--- config.mk ---
export PLATFORM = sky130hd
export DESIGN_NAME = sample_timing_core
export DESIGN_NICKNAME = d
export VERILOG_FILES = /design/src/shared/sample_timing_pkg.sv /design/src/core/sample_timing_core.sv
export SDC_FILE = /design/constraint.sdc
export NUM_CORES = 1
export LEC_CHECK = 0
export BUFFER_PORTS_ARGS = -buffer_cell sky130_fd_sc_hd__buf_2
export CORE_MARGIN = 8
export CORE_UTILIZATION = 47
export DETAILED_ROUTE_END_ITERATION = 10
export PLACE_DENSITY_LB_ADDON = 0.08
export SLEW_MARGIN = 20
export SYNTH_ARGS = -nofsm -noshare
export SYNTH_HDL_FRONTEND = slang
export SYNTH_SLANG_ARGS = --single-unit
--- constraint.sdc ---
create_clock -name sys_clk_i -period 3.9 [get_ports sys_clk_i]
set_input_delay 0.39 -clock sys_clk_i [delete_from_list [all_inputs] [get_ports sys_clk_i]]
set_output_delay 0.39 -clock sys_clk_i [all_outputs]
set_load 0.01 [all_outputs]
--- src/shared/sample_timing_pkg.sv ---
// Shared constants and types for the sample timing and data interface.
package sample_timing_pkg;
  localparam int unsigned CLK_HZ = 200_000_000;
  localparam int unsigned SAMPLE_RATE_HZ = 100_000;
  localparam int unsigned SAMPLE_CYCLES = CLK_HZ / SAMPLE_RATE_HZ;
  localparam logic [15:0] SAMPLE_LAST = 16'(SAMPLE_CYCLES - 1);
  localparam logic [2:0] NOISE_LAST = 3'h6;
  localparam logic [12:0] IMPULSE_LAST = 13'h1fff;
  localparam logic [7:0] OUT_HALF_LAST = 8'h03;
  localparam int unsigned CNT_W = 16;
  localparam logic [CNT_W-1:0] CNT_RESET = 16'h0000;

  typedef enum logic [1:0] {
    CV_IDLE = 2'b00,
    CV_HOLD = 2'b01,
    CV_SHIFT = 2'b10,
    CV_PUSH = 2'b11
  } conv_state_t;

  typedef struct packed {
    logic [CNT_W-1:0] trig_count;
    logic [CNT_W-1:0] trig_delay;
  } phase_capture_t;
endpackage

--- src/core/sample_timing_core.sv ---
// Sample timing, converter capture, word reordering FIFO and serial output to the filter.
`timescale 1ns/100ps
`default_nettype none
module word_fifo #(
  parameter int unsigned WIDTH = 12,
  parameter int unsigned DEPTH = 8
) (
  input wire logic sys_clk_i,
  input wire logic rst_b_i,
  input wire logic in_valid_i,
  output logic in_ready_o,
  input wire logic [WIDTH-1:0] in_data_i,
  output logic out_valid_o,
  input wire logic out_ready_i,
  output logic [WIDTH-1:0] out_data_o
);
  localparam int unsigned AW = $clog2(DEPTH);
  logic [WIDTH-1:0] mem_q [DEPTH];
  logic [WIDTH-1:0] mem_d [DEPTH];
  logic [AW:0] wr_q, wr_d, rd_q, rd_d;
  logic full, empty, push, pop;
  always_comb begin
    empty = (wr_q == rd_q);
    full = (wr_q[AW-1:0] == rd_q[AW-1:0]) && (wr_q[AW] != rd_q[AW]);
    in_ready_o = !full;
    out_valid_o = !empty;
    out_data_o = mem_q[rd_q[AW-1:0]];
    push = in_valid_i && !full;
    pop = out_ready_i && !empty;
    mem_d = mem_q;
    wr_d = wr_q;
    rd_d = rd_q;
    if (push) begin
      mem_d[wr_q[AW-1:0]] = in_data_i;
      wr_d = wr_q + 1'b1;
    end
    if (pop) begin
      rd_d = rd_q + 1'b1;
    end
  end
  always_ff @(posedge sys_clk_i) begin
    if (!rst_b_i) begin
      wr_q <= '0;
      rd_q <= '0;
    end else begin
      wr_q <= wr_d;
      rd_q <= rd_d;
    end
    mem_q <= mem_d;
  end
endmodule

// Operation
// - Each start pulse in the idle state raises sample hold and launches the variable-rate conversion clock.
// - Input shifter samples converter bits on the same conversion clock it issues.
// - Captured word is loaded bit-reversed, then shifted out LSB first at constant rate.
// - Every timing clock is divided down from the single reference clock.
// - Sample hold and conversion repeat at about 100 kHz, independent of trigger.
// - Programmable divide-by-N plus counter captured on trigger for phase relations.
// - Noise clock is divide-by-N output divided by seven; the divide-by-N output also feeds impulse.
// - Impulse output rate is the frequency width setting divided by 8192.
module sample_timing_core #(
  parameter int unsigned WORD_W = 12,
  parameter int unsigned FIFO_DEPTH = 8
) (
  input wire logic sys_clk_i,
  input wire logic rst_b_i,
  input wire logic conv_data_i,
  input wire logic [7:0] conv_half_i,
  input wire logic [15:0] divide_ratio_i,
  input wire logic trigger_i,
  input wire logic filt_timing_i,
  output logic sample_hold_o,
  output logic conv_clk_o,
  output logic ser_data_o,
  output logic ser_clk_o,
  output logic ser_frame_o,
  output logic noise_sequence_clk_o,
  output logic noise_sequence_start_o,
  output logic impulse_o,
  output sample_timing_pkg::phase_capture_t phase_o
);
  function automatic logic [WORD_W-1:0] reverse_bits(input logic [WORD_W-1:0] w);
    return {<<{w}};
  endfunction
  localparam logic [7:0] BIT_LAST = 8'(WORD_W - 1);
  // Pin inputs pass two flip-flops before use.
  logic data_m_q, data_s_q, trig_m_q, trig_s_q, trig_p_q, filt_m_q, filt_s_q, filt_p_q;
  always_ff @(posedge sys_clk_i) begin
    if (!rst_b_i) begin
      {data_m_q, data_s_q, trig_m_q, trig_s_q, trig_p_q, filt_m_q, filt_s_q, filt_p_q} <= 8'h00;
    end else begin
      data_m_q <= conv_data_i;
      data_s_q <= data_m_q;
      trig_m_q <= trigger_i;
      trig_s_q <= trig_m_q;
      trig_p_q <= trig_s_q;
      filt_m_q <= filt_timing_i;
      filt_s_q <= filt_m_q;
      filt_p_q <= filt_s_q;
    end
  end

  // Conversion sequencing and input capture.
  sample_timing_pkg::conv_state_t cv_q, cv_d;
  logic [15:0] smp_q, smp_d;
  logic [7:0] cph_q, cph_d, cbit_q, cbit_d;
  logic cclk_q, cclk_d, hold_q, hold_d, start;
  logic [WORD_W-1:0] in_sr_q, in_sr_d;
  logic fifo_in_valid, fifo_in_ready, fifo_out_valid, fifo_out_ready;
  logic [WORD_W-1:0] fifo_out_data;
  always_comb begin
    cv_d = cv_q;
    smp_d = smp_q + 16'h0001;
    cph_d = cph_q;
    cbit_d = cbit_q;
    cclk_d = cclk_q;
    hold_d = hold_q;
    in_sr_d = in_sr_q;
    fifo_in_valid = 1'b0;
    start = 1'b0;
    if (smp_q == sample_timing_pkg::SAMPLE_LAST) begin
      smp_d = 16'h0000;
      start = 1'b1;
    end
    case (cv_q)
      sample_timing_pkg::CV_IDLE: begin
        // A start that arrives while the previous word waits for FIFO room is dropped.
        if (start) begin
          cv_d = sample_timing_pkg::CV_HOLD;
          hold_d = 1'b1;
        end
      end
      sample_timing_pkg::CV_HOLD: begin
        cv_d = sample_timing_pkg::CV_SHIFT;
        cph_d = 8'h00;
        cbit_d = 8'h00;
      end
      sample_timing_pkg::CV_SHIFT: begin
        // Half period must be at least four cycles (conv_half_i of three) to cover the input synchroniser.
        if (cph_q >= conv_half_i) begin
          cph_d = 8'h00;
          cclk_d = !cclk_q;
          if (!cclk_q) begin
            in_sr_d = {data_s_q, in_sr_q[WORD_W-1:1]};
            cbit_d = cbit_q + 8'h01;
            if (cbit_q == BIT_LAST) begin
              cv_d = sample_timing_pkg::CV_PUSH;
              cclk_d = 1'b0;
              hold_d = 1'b0;
            end
          end
        end else begin
          cph_d = cph_q + 8'h01;
        end
      end
      sample_timing_pkg::CV_PUSH: begin
        fifo_in_valid = 1'b1;
        if (fifo_in_ready) begin
          cv_d = sample_timing_pkg::CV_IDLE;
        end
      end
      default: begin
        cv_d = sample_timing_pkg::CV_IDLE;
      end
    endcase
  end

  always_ff @(posedge sys_clk_i) begin
    if (!rst_b_i) begin
      cv_q <= sample_timing_pkg::CV_IDLE;
      smp_q <= 16'h0000;
      cph_q <= 8'h00;
      cbit_q <= 8'h00;
      cclk_q <= 1'b0;
      hold_q <= 1'b0;
      in_sr_q <= '0;
    end else begin
      cv_q <= cv_d;
      smp_q <= smp_d;
      cph_q <= cph_d;
      cbit_q <= cbit_d;
      cclk_q <= cclk_d;
      hold_q <= hold_d;
      in_sr_q <= in_sr_d;
    end
  end

  word_fifo #(.WIDTH(WORD_W), .DEPTH(FIFO_DEPTH)) u_fifo (
    .sys_clk_i(sys_clk_i),
    .rst_b_i(rst_b_i),
    .in_valid_i(fifo_in_valid),
    .in_ready_o(fifo_in_ready),
    .in_data_i(reverse_bits(in_sr_q)),
    .out_valid_o(fifo_out_valid),
    .out_ready_i(fifo_out_ready),
    .out_data_o(fifo_out_data)
  );

  // Constant-rate serial output, LSB first.
  logic busy_q, busy_d, sclk_q, sclk_d, sdat_q, sdat_d;
  logic [WORD_W-1:0] out_sr_q, out_sr_d;
  logic [7:0] oph_q, oph_d, obit_q, obit_d;

  always_comb begin
    busy_d = busy_q;
    sclk_d = sclk_q;
    out_sr_d = out_sr_q;
    oph_d = oph_q;
    obit_d = obit_q;
    fifo_out_ready = !busy_q;
    if (!busy_q) begin
      if (fifo_out_valid) begin
        busy_d = 1'b1;
        out_sr_d = fifo_out_data;
        oph_d = 8'h00;
        obit_d = 8'h00;
      end
    end else if (oph_q == sample_timing_pkg::OUT_HALF_LAST) begin
      oph_d = 8'h00;
      sclk_d = !sclk_q;
      if (sclk_q) begin
        out_sr_d = {1'b0, out_sr_q[WORD_W-1:1]};
        obit_d = obit_q + 8'h01;
        if (obit_q == BIT_LAST) begin
          busy_d = 1'b0;
        end
      end
    end else begin
      oph_d = oph_q + 8'h01;
    end
    sdat_d = busy_d ? out_sr_d[0] : 1'b0;
  end

  always_ff @(posedge sys_clk_i) begin
    if (!rst_b_i) begin
      busy_q <= 1'b0;
      sclk_q <= 1'b0;
      sdat_q <= 1'b0;
      out_sr_q <= '0;
      oph_q <= 8'h00;
      obit_q <= 8'h00;
    end else begin
      busy_q <= busy_d;
      sclk_q <= sclk_d;
      sdat_q <= sdat_d;
      out_sr_q <= out_sr_d;
      oph_q <= oph_d;
      obit_q <= obit_d;
    end
  end

  // Divide-by-N, noise clock, impulse and trigger phase counters.
  logic [15:0] divn_q, divn_d;
  logic [2:0] noise_q, noise_d;
  logic [12:0] imp_q, imp_d;
  logic [15:0] eff_q, eff_d, dly_q, dly_d;
  logic divn_tick, ntick_q, ntick_d, nstart_q, nstart_d, started_q, started_d, imp_o_q, imp_o_d;
  sample_timing_pkg::phase_capture_t phase_q, phase_d;

  always_comb begin
    divn_d = divn_q + 16'h0001;
    divn_tick = 1'b0;
    // A ratio of zero or one yields a tick every cycle.
    if (divn_q + 16'h0001 >= divide_ratio_i) begin
      divn_d = 16'h0000;
      divn_tick = 1'b1;
    end
    noise_d = noise_q;
    ntick_d = 1'b0;
    imp_d = imp_q;
    imp_o_d = 1'b0;
    started_d = started_q;
    nstart_d = 1'b0;
    if (divn_tick) begin
      if (noise_q == sample_timing_pkg::NOISE_LAST) begin
        noise_d = 3'h0;
        ntick_d = 1'b1;
        started_d = 1'b1;
        nstart_d = !started_q;
      end else begin
        noise_d = noise_q + 3'h1;
      end
      if (started_q) begin
        imp_d = imp_q + 13'h0001;
        imp_o_d = (imp_q == sample_timing_pkg::IMPULSE_LAST);
      end
    end
    eff_d = divn_tick ? eff_q + 16'h0001 : eff_q;
    dly_d = start ? dly_q + 16'h0001 : dly_q;
    phase_d = phase_q;
    if (trig_s_q && !trig_p_q) begin
      phase_d.trig_count = eff_q;
      dly_d = sample_timing_pkg::CNT_RESET;
    end
    if (filt_s_q && !filt_p_q) begin
      phase_d.trig_delay = dly_q;
    end
  end

  always_ff @(posedge sys_clk_i) begin
    if (!rst_b_i) begin
      divn_q <= 16'h0000;
      noise_q <= 3'h0;
      imp_q <= 13'h0000;
      ntick_q <= 1'b0;
      nstart_q <= 1'b0;
      started_q <= 1'b0;
      imp_o_q <= 1'b0;
      eff_q <= sample_timing_pkg::CNT_RESET;
      dly_q <= sample_timing_pkg::CNT_RESET;
      phase_q <= '0;
    end else begin
      divn_q <= divn_d;
      noise_q <= noise_d;
      imp_q <= imp_d;
      ntick_q <= ntick_d;
      nstart_q <= nstart_d;
      started_q <= started_d;
      imp_o_q <= imp_o_d;
      eff_q <= eff_d;
      dly_q <= dly_d;
      phase_q <= phase_d;
    end
  end
  assign sample_hold_o = hold_q;
  assign conv_clk_o = cclk_q;
  assign ser_data_o = sdat_q;
  assign ser_clk_o = sclk_q;
  assign ser_frame_o = busy_q;
  assign noise_sequence_clk_o = ntick_q;
  assign noise_sequence_start_o = nstart_q;
  assign impulse_o = imp_o_q;
  assign phase_o = phase_q;
endmodule
`default_nettype wire

==> impl_metrics.py, run 1 <==
metrics = {
    "clock_network": {
        "post_cts_buffers": 0,
        "clkTransAtPathRegs_ns": 0.06,
        "cts_max_level": 1,
        "clock_latency_ns": 0.55,
        "cts_buffers": 31,
        "tritoncts": "done",
        "clock-root-buffer": "clkbuf_16",
        "clk_path_buf_depth": 3,
        "clock_sinks": 291,
    },
    "critical_path": {
        "cp.required_ns": 4.31,
        "cpPeakStageDelay_ns": 0.38,
        "cp.arrival_ns": 3.99,
        "cp_slowest_cell": "o311ai_0",
        "crit_path_max_fanout": 16,
        "critPathKind": "reg2reg",
        "setup.worst_path.start_class": "flop",
        "path_cells": "and3_1, and3_1, nand3_1, nor4_2, xor2_1, ha_1, nand4_1, nor4_2, a32oi_2, and2_1, buf_4, o311ai_0, o41ai_1",
        "crit_path_end_kind": "flop",
    },
    "synthesis": {
        "synth_xor_xnor_area_share_pct": 5.51,
        "synthSimpleGateAreaFrac_pct": 17.5,
        "syn_avg_cell_area_sq_um": 10.6,
        "ys_types": 63,
        "synth_fa_ha_area_share_pct": 3.94,
        "synth_compound_area_share_pct": 7.92,
        "synth_nets": 1239,
        "ys_seq_area_share_pct": 54.7,
        "yosys_warnings": 0,
        "synth_top_cell_area_share_pct": 31.5,
        "synth_edf_count": 96,
        "async_reset_ff_share_pct": 0,
        "synth_mux_area_share_pct": 7.20,
        "syn_inst": 1171,
        "mappedNetlistArea_sq_um": 12400,
        "yosysTopAreaCell": "dfxtp_1",
        "synth_top_family_by_area": "simple AND/OR/NAND/NOR gates",
        "synth_seq_cells": 291,
        "ys.flop_type": "dfxtp_1",
        "synth.area.top_cells": "dfxtp_1 31%, edfxtp_1 23%, mux4_2 4.4%",
    },
    "place": {
        "hpwl_mm": 16.0,
        "dp_cells": 1542,
        "io_buffer_count": 68,
        "place.gp.congestion": 0.793,
        "pre_cts_slack_ns": 0.143,
        "place_area_sq_um": 13100,
    },
    "layout": {
        "mostFrequentLayoutCell": "dfxtp_1",
        "nets": 1308,
        "stdcell_count": 1599,
        "fin_util_pct": 54.6,
        "drive_gt1_share_pct": 14.8,
        "layout_common_cells": "194 x dfxtp_1, 134 x nor2_1, 129 x nand2_1, 96 x edfxtp_1, 76 x a21oi_1",
        "area_delta_synth_final_pct": 14.4,
        "design_area_sq_um": 14200,
        "antenna_cells": 0,
    },
    "die": {
        "coreArea_sq_um": 26000,
        "io_pins": 69,
        "die_x_um": 178,
        "die_height_um": 178,
        "die-area_sq_um": 31800,
        "start_util_pct": 47.7,
        "rows": 59,
    },
    "pwr": {
        "clock_power_share_pct": 42.1,
        "power_density_nw_per_um2": 477,
        "p_sw_share_pct": 23.7,
        "finalPower_mw": 6.76,
        "p_int_mw": 5.16,
        "p_comb_share_pct": 10.5,
        "pwr-share-seq_pct": 47.4,
        "p_sw_mw": 1.60,
        "peakVddDrop_uv": 340,
        "p_leak_nw": 5.35,
    },
    "sta": {
        "fin_tns_setup_ns": 0,
        "relSlewSlack_pct": 39.6,
        "period_share_pct": 91.7,
        "worst_hold_slack_ns": 0.0485,
        "setup_viol": 0,
        "tightest_slew_ns": 0.905,
        "timing.fmax_ghz": 0.280,
        "hold_viol": 0,
        "finalWorstSetupSlack_ns": 0.324,
        "rsz0062_at_grt": "false",
        "slew_violations": 0,
        "period_needed_ns": 3.58,
        "finClkSkew_ns": 0.00870,
    },
    "global_routing": {
        "gr-usage-all-layers_pct": 15.8,
        "antenna_found_initial": 0,
        "grt_max_degree": 61,
        "grt_pass1_vias": 8235,
        "grt_pass1_wl_mm": 41.7,
        "gr-total-overflow": 0,
    },
    "drt": {
        "routed_wl_mm": 24.8,
        "vias": 8462,
        "drt_iter0_drc": 516,
        "avgRoutedWirePerCell_um": 15.5,
        "dr.pass1.iters": 5,
        "drtAntennaViolNets": 0,
        "vias_per_cell": 5.29,
        "drc_errors": 0,
    },
    "min_path": {
        "hold_class": "in2reg",
    },
    "job": {
        "cap_violations": 0,
    },
    "status": {
        "status": "finished clean",
    },
}
-- synthesized netlist by cell type (6+ instances only) --
| master | instances |
|---|---|
| a21oi_1 | 76 |
| a221oi_1 | 12 |
| and2_1 | 12 |
| and3_1 | 32 |
| and4_1 | 9 |
| buf_2 | 8 |
| clkbuf_1 | 40 |
| dfxtp_1 | 195 |
| edfxtp_1 | 96 |
| ha_1 | 39 |
| inv_1 | 46 |
| mux2i_1 | 34 |
| mux4_2 | 24 |
| nand2_1 | 129 |
| nand2b_1 | 13 |
| nand3_1 | 37 |
| nand4_1 | 24 |
| nor2_1 | 134 |
| nor2b_1 | 11 |
| nor3_1 | 14 |
| nor4_1 | 8 |
| o21ai_0 | 18 |
| o31ai_1 | 6 |
| or3_1 | 9 |
| xnor2_1 | 39 |
| xor2_1 | 39 |
-- power by group through the flow --
stage | Sequential (mW) | Combinational (mW) | Clock (mW)
3_3_place_gp | 3.27 | 0.717 | 0
5_1_grt | 3.21 | 0.800 | 3.06
2_1_floorplan | 3.26 | 0.565 | 0
6_report | 3.20 | 0.709 | 2.85
4_1_cts | 3.20 | 0.725 | 2.94
3_5_place_dp | 3.27 | 0.722 | 0
-- critical path, delay by kind of cell, from the launching register on --
kind / cells / cell delay [ns]
compound gates: 3 / 0.72
buf+inv: 1 / 0.20
xor+xnor: 1 / 0.13
flops: 1 / 0.37
fa+ha+maj: 1 / 0.33
simple gates: 7 / 1.69
-- registers in the layout, summed over array words and instances, names as in the netlist, 2 cells and up --
signal        flops
cph_q             8
eff_q            16
phase_o          32
obit_q            8
in_sr_q          12
imp_q            13
u_fifo.wr_q       4
dly_q            16
out_sr_q         12
cbit_q            8
noise_q           3
cv_q              2
smp_q            16
divn_q           16
u_fifo.rd_q       4
oph_q             8
u_fifo.mem_q     96
-- final cells by class --
type	count	area [sq um]
fill	2332	11800
sequential	291	6790
multi-input combinational	781	5290
clock buffer	40	860
timing repair buffer	88	503
tap	335	419
inverter	47	178
clock inverter	17	143
-- path summary, 6_finish.rpt --
kind                                     from         to  slack, ns  cells past startpoint
worst max-delay path                divn_q[2]  imp_q[11]       0.32                     13
worst min-delay path            filt_timing_i   filt_m_q       0.05                      2
worst max register to register      divn_q[2]  imp_q[11]       0.32                     13
worst min register to register       data_m_q   data_s_q       0.43                      1
-- cell families after synthesis --
family / count (synthesis)
AOI/OAI and AO/OA: 155
and+or+nand+nor: 450
muxes: 59
adders and majority gates: 39
DFF: 291
buffers and inverters: 99
xor gates and xnor gates: 78
-- what timing repair did --
| item | in CTS | in global routing |
|---|---|---|
| resized for setup | 0 | 9 |
| endpoints found under the setup margin | 0 | 17 |
| hold buffers | 0 | 0 |
-- per-layer routing --
layer | vias to the layer above | routed length [um] | track usage, %
li1 | 4297 | - | -
met1 | 3979 | 12300 | 22.2
met2 | 137 | 10900 | 24.9
met3 | 49 | 1100 | 2.39
met4 | 0 | 559 | 4.48
met5 | - | 0 | 0
(Power assumes the default switching activity.)
==> run 2: changes to the inputs <==
--- a/config.mk
+++ b/config.mk
@@ -10,6 +10,7 @@
 export CORE_UTILIZATION = 47
 export DETAILED_ROUTE_END_ITERATION = 10
 export PLACE_DENSITY_LB_ADDON = 0.08
+export RECOVER_POWER = 50
 export SLEW_MARGIN = 20
 export SYNTH_ARGS = -nofsm -noshare
 export SYNTH_HDL_FRONTEND = slang
==> impl_metrics.py, run 2 (synthesis gave the netlist of run 1 again) <==
metrics = {
    "status": {
        "status": "finished with violations",
        "violations": "max-capacitance violations, max-slew violations",
    },
    "sta": {
        "tightest_slew_ns": 1.73,
        "finClkSkew_ns": 0.00917,
        "rsz0062_at_grt": "false",
        "period_needed_ns": 3.57,
        "hold_viol": 0,
        "timing.fmax_ghz": 0.280,
        "fin_tns_setup_ns": 0,
        "relSlewSlack_pct": -15.7,
        "slew_violations": 44,
        "period_share_pct": 91.5,
        "setup_viol": 0,
    },
    "layout": {
        "antenna_cells": 0,
        "largest_reg_flops": 96,
        "layout_common_cells": "194 x dfxtp_1, 134 x nor2_1, 129 x nand2_1, 96 x edfxtp_1, 76 x a21oi_1",
        "mostFrequentLayoutCell": "dfxtp_1",
        "nets": 1308,
        "top_register": "u_fifo.mem_q",
        "drive_gt1_share_pct": 11.2,
        "fillCellCount": 2355,
        "fin_util_pct": 54.2,
        "area_delta_synth_final_pct": 13.7,
    },
    "global_routing": {
        "gr-usage-all-layers_pct": 15.8,
        "grt_pass1_wl_mm": 41.7,
        "antenna_found_initial": 0,
        "grt_max_degree": 61,
        "gr-total-overflow": 0,
        "grt_pass1_vias": 8235,
    },
    "drt": {
        "drc_errors": 0,
        "avgRoutedWirePerCell_um": 15.5,
        "routed_wl_mm": 24.9,
        "vias_per_cell": 5.31,
        "drtAntennaViolNets": 0,
        "drt_iter0_drc": 506,
        "vias": 8484,
        "dr.pass1.iters": 5,
    },
    "clock_network": {
        "post_cts_buffers": 0,
        "cts_buffers": 31,
        "cts_max_level": 1,
        "clock_sinks": 291,
        "tritoncts": "done",
        "clock-root-buffer": "clkbuf_16",
        "clock_latency_ns": 0.55,
        "clk_path_buf_depth": 3,
        "clkTransAtPathRegs_ns": 0.06,
    },
    "critical_path": {
        "critPathKind": "reg2reg",
        "crit_path_end_kind": "flop",
        "cp.arrival_ns": 3.98,
        "setup.worst_path.start_class": "flop",
        "crit_path_max_fanout": 16,
        "cp.required_ns": 4.31,
    },
    "die": {
        "start_util_pct": 47.7,
        "die_height_um": 178,
        "rows": 59,
        "coreArea_sq_um": 26000,
        "io_pins": 69,
        "die-area_sq_um": 31800,
        "die_x_um": 178,
    },
    "place": {
        "hpwl_mm": 16.0,
        "place.gp.congestion": 0.793,
        "io_buffer_count": 68,
    },
    "pwr": {
        "p_leak_nw": 5.15,
        "peakVddDrop_uv": 340,
        "power_density_nw_per_um2": 480,
    },
    "min_path": {
        "hold_class": "in2reg",
    },
    "job": {
        "cap_violations": 1,
    },
}
[run 2: final timing paths]
check                      from   endpoint  slack [ns]  cells after the start
setup / recovery      divn_q[2]  imp_q[11]        0.33                     13
hold / removal    filt_timing_i   filt_m_q        0.05                      2
setup reg to reg      divn_q[2]  imp_q[11]        0.33                     13
hold reg to reg        data_m_q   data_s_q        0.43                      1
[run 2: metrics by stage]
step / hold WS [ns] / setup slack [ns] / std cells / power, mW / instance area [sq um]
floorplan: 0.412 / 0.577 / 1171 / 3.82 / 12400
global placement: 0.415 / 0.318 / 1542 / 3.98 / 13100
detailed placement: 0.420 / 0.143 / 1542 / 3.99 / 13100
CTS: 0.0134 / 0.122 / 1599 / 6.86 / 14100
global route: 0.0326 / 0.00757 / 1599 / 7.07 / 14100
finish: 0.0480 / 0.331 / 1599 / 6.76 / 14100
[run 2: layer usage]
metal	global-route usage, %	wire [um]	vias up
met4	4.48	549	0
met1	22.2	12300	4002
met5	0	0	-
met2	24.9	10900	139
met3	2.39	1100	46
li1	-	-	4297
[run 2: repair_timing]
item                                    CTS  global route
hold buffers                              0             0
endpoints found under the setup margin    0            17
gates resized for setup                   0             9
[run 2: final cells by class]
type | instances | area, sq um | area share, %
well taps | 335 | 419 | 2.97
clock buffers | 40 | 860 | 6.10
multi-input cells | 781 | 5270 | 37.4
repair buffers | 88 | 440 | 3.13
inverters | 47 | 178 | 1.26
flip-flops and latches | 291 | 6790 | 48.2
clock inverters | 17 | 143 | 1.01
[run 2: worst max-delay path, stage by stage (launching register included)]
cell and delay (ns):
dfxtp_1 0.37, and3_1 0.18, and3_1 0.22, nand3_1 0.20, nor4_2 0.33, xor2_1 0.13, ha_1 0.33, nand4_1 0.18
nor4_2 0.35, a32oi_2 0.19, and2_1 0.22, buf_4 0.20, o311ai_0 0.38, o41ai_1 0.15
[run 2: report_power, final]
part	internal (mW)	switching (mW)	leakage (nW)
Clock	1.68	1.17	0.503
Sequential	3.16	0.0407	2.46
Combinational	0.314	0.393	2.18
==> run 3: changes to the inputs <==
--- a/config.mk
+++ b/config.mk
@@ -7,11 +7,13 @@
 export LEC_CHECK = 0
 export BUFFER_PORTS_ARGS = -buffer_cell sky130_fd_sc_hd__buf_2
 export CORE_MARGIN = 8
-export CORE_UTILIZATION = 47
+export CORE_UTILIZATION = 55
 export DETAILED_ROUTE_END_ITERATION = 10
+export GPL_ROUTABILITY_DRIVEN = 0
 export PLACE_DENSITY_LB_ADDON = 0.08
 export RECOVER_POWER = 50
 export SLEW_MARGIN = 20
 export SYNTH_ARGS = -nofsm -noshare
 export SYNTH_HDL_FRONTEND = slang
+export SYNTH_HIERARCHICAL = 1
 export SYNTH_SLANG_ARGS = --single-unit
==> impl_metrics.py, run 3 <==
metrics = {
    "status": {
        "status": "finished with violations",
        "violations": "max-capacitance violations, max-slew violations",
    },
    "die": {
        "start_util_pct": 56.0,
        "die-area_sq_um": 28200,
        "coreArea_sq_um": 22600,
        "die_x_um": 168,
        "die_height_um": 168,
        "io_pins": 69,
        "rows": 55,
    },
    "layout": {
        "top_register": "u_fifo/mem_q",
        "mostFrequentLayoutCell": "dfxtp_1",
        "largest_reg_flops": 96,
        "fillCellCount": 1873,
        "area_delta_synth_final_pct": 13.1,
        "design_area_sq_um": 14300,
        "multiInputGateArea_sq_um": 5570,
        "ff_latch_area_sq_um": 6790,
        "nets": 1346,
        "layout_common_cells": "194 x dfxtp_1, 168 x nand2_1, 96 x edfxtp_1, 82 x a21oi_1, 81 x nor2_1",
        "drive_gt1_share_pct": 12.2,
        "antenna_cells": 0,
    },
    "clock_network": {
        "tritoncts": "done",
        "clock_latency_ns": 0.56,
        "clock_sinks": 291,
        "clkTransAtPathRegs_ns": 0.06,
        "clk_path_buf_depth": 3,
        "holdBufCountCts": 0,
        "cts_max_level": 1,
        "clock-root-buffer": "clkbuf_16",
        "cts_buffers": 30,
    },
    "synthesis": {
        "mappedNetlistArea_sq_um": 12700,
        "synth_top_cell_area_share_pct": 30.8,
        "async_reset_ff_share_pct": 0,
        "ys_seq_area_share_pct": 53.5,
        "yosys_warnings": 6,
        "synth.area.top_cells": "dfxtp_1 31%, edfxtp_1 23%, nand2_1 5.0%",
        "syn_avg_cell_area_sq_um": 10.4,
        "synth_seq_cells": 291,
        "ys_types": 70,
        "yosysTopAreaCell": "dfxtp_1",
        "ys.flop_type": "dfxtp_1",
        "synth_common_cells": "195 x dfxtp_1, 168 x nand2_1, 96 x edfxtp_1",
        "syn_inst": 1214,
        "synth_nets": 1282,
        "synth.most_common_cell": "dfxtp_1",
        "synth_edf_count": 96,
    },
    "drt": {
        "drt_iter0_drc": 491,
        "avgRoutedWirePerCell_um": 15.9,
        "drtAntennaViolNets": 0,
        "dr.pass1.iters": 5,
        "drc_errors": 0,
        "vias_per_cell": 5.55,
        "routed_wl_mm": 25.2,
        "vias": 8812,
    },
    "global_routing": {
        "gr-total-overflow": 0,
        "grt_max_degree": 59,
        "antenna_found_initial": 0,
        "gr-usage-all-layers_pct": 17.8,
        "grt_pass1_wl_mm": 42.5,
        "grt_pass1_vias": 8586,
    },
    "sta": {
        "fin_tns_setup_ns": 0,
        "period_share_pct": 94.5,
        "worst_hold_slack_ns": 0.0434,
        "hold_viol": 0,
        "finClkSkew_ns": 0.0175,
        "setup_viol": 0,
        "slew_violations": 73,
        "rsz0062_at_grt": "false",
        "relSlewSlack_pct": -11.6,
        "timing.fmax_ghz": 0.271,
        "tightest_slew_ns": 1.67,
        "period_needed_ns": 3.68,
    },
    "critical_path": {
        "crit_path_max_fanout": 8,
        "critPathMostFrequentCell": "nand4_1",
        "path_cells": "nand3_1, or2_2, nor3_2, nand4_1, xnor2_1, ha_1, nand4_1, or4_4, o32a_4, a2111o_1, or3_1, a21oi_1",
        "cp.buffers_inverters": 0,
        "cp_slowest_cell": "or4_4",
        "critPathKind": "reg2reg",
        "setup.worst_path.start_class": "flop",
        "crit_path_end_kind": "flop",
        "cp_top_family": "simple AND/OR/NAND/NOR gates",
        "cp.required_ns": 4.39,
        "cp.arrival_ns": 4.17,
        "cpPeakStageDelay_ns": 0.57,
    },
    "pwr": {
        "finalPower_mw": 6.64,
        "peakVddDrop_uv": 337,
        "p_leak_nw": 4.90,
        "power_density_nw_per_um2": 463,
    },
    "place": {
        "io_buffer_count": 68,
        "hpwl_mm": 16.4,
        "place_area_sq_um": 13300,
    },
    "job": {
        "cap_violations": 2,
    },
    "min_path": {
        "hold_class": "in2reg",
    },
}
## run 3: cell count changes after synthesis, moves of 8 or more
cell      change
o21ai_0      +31
xor2_1        -8
mux2i_1      -15
nor2_1       -51
nand2b_1      +9
nand2_1      +39
nand3_1       +8
a221oi_1     -11
nor3b_1       +8
a22oi_1      +10
## run 3: timing repair
item | 4_1_cts | 5_1_grt
gates resized for setup | 3 | 7
endpoints found under the setup margin | 4 | 46
cloned | 0 | 0
pin swaps | 0 | 2
setup buffers | 0 | 2
## run 3: final timing paths
kind,endpoint,start,cells after the start,slack [ns]
max,eff_q[13],divn_q[6],12,0.22
min,data_m_q,conv_data_i,2,0.04
max reg2reg,eff_q[13],divn_q[6],12,0.22
min reg2reg,filt_s_q,filt_m_q,1,0.44
## run 3: cell families after synthesis
logic type                 Yosys count  share of synthesized area [%]
and+or+nand+nor                    473                           18.4
DFF                                291                           53.5
AOI/OAI and AO/OA                  189                           9.01
buffers and inverters               98                           3.14
xor gates and xnor gates            69                           5.03
muxes                               55                           7.01
adders and majority gates           39                           3.85
## run 3: layout make-up
class | instances | share of cell area, %
clock buffers | 41 | 5.87
clock inverters | 15 | 1.29
inverters | 42 | 1.10
multi-input cells | 825 | 38.9
flip-flops and latches | 291 | 47.4
well taps | 285 | 2.49
repair buffers | 88 | 3.01
## run 3: worst reg2reg max path, cell delays in order, from the launching register on
cell	delay, ns
dfxtp_1	0.37
nand3_1	0.11
or2_2	0.35
nor3_2	0.18
nand4_1	0.15
xnor2_1	0.16
ha_1	0.31
nand4_1	0.13
or4_4	0.57
o32a_4	0.37
a2111o_1	0.43
or3_1	0.35
a21oi_1	0.14
## run 3: layer usage
layer / up-vias / global-route usage (%) / part of all wire [%]
li1: 4468 / - / -
met1: 4168 / 23.8 / 47
met2: 144 / 30.0 / 47
met3: 32 / 2.71 / 3.9
met4: 0 / 4.15 / 1.8
met5: - / 0 / 0
## run 3: where the power goes
part / switching, mW / total (mW) / internal (mW) / leakage, nW
Clock: 1.16 / 2.93 / 1.77 / 0.504
Sequential: 0.0565 / 3.24 / 3.19 / 2.24
Combinational: 0.281 / 0.469 / 0.188 / 2.16
## run 3: metrics by stage
step                      setup WS (ns)  util (%)  std cells
after global routing            0.00657      63.3       1587
final                             0.216      63.3       1587
after floorplan                   0.324         -       1214
after detailed placement        -0.0870      58.9       1529
after CTS                        0.0108      63.5       1585
after global placement           0.0873      58.9       1529
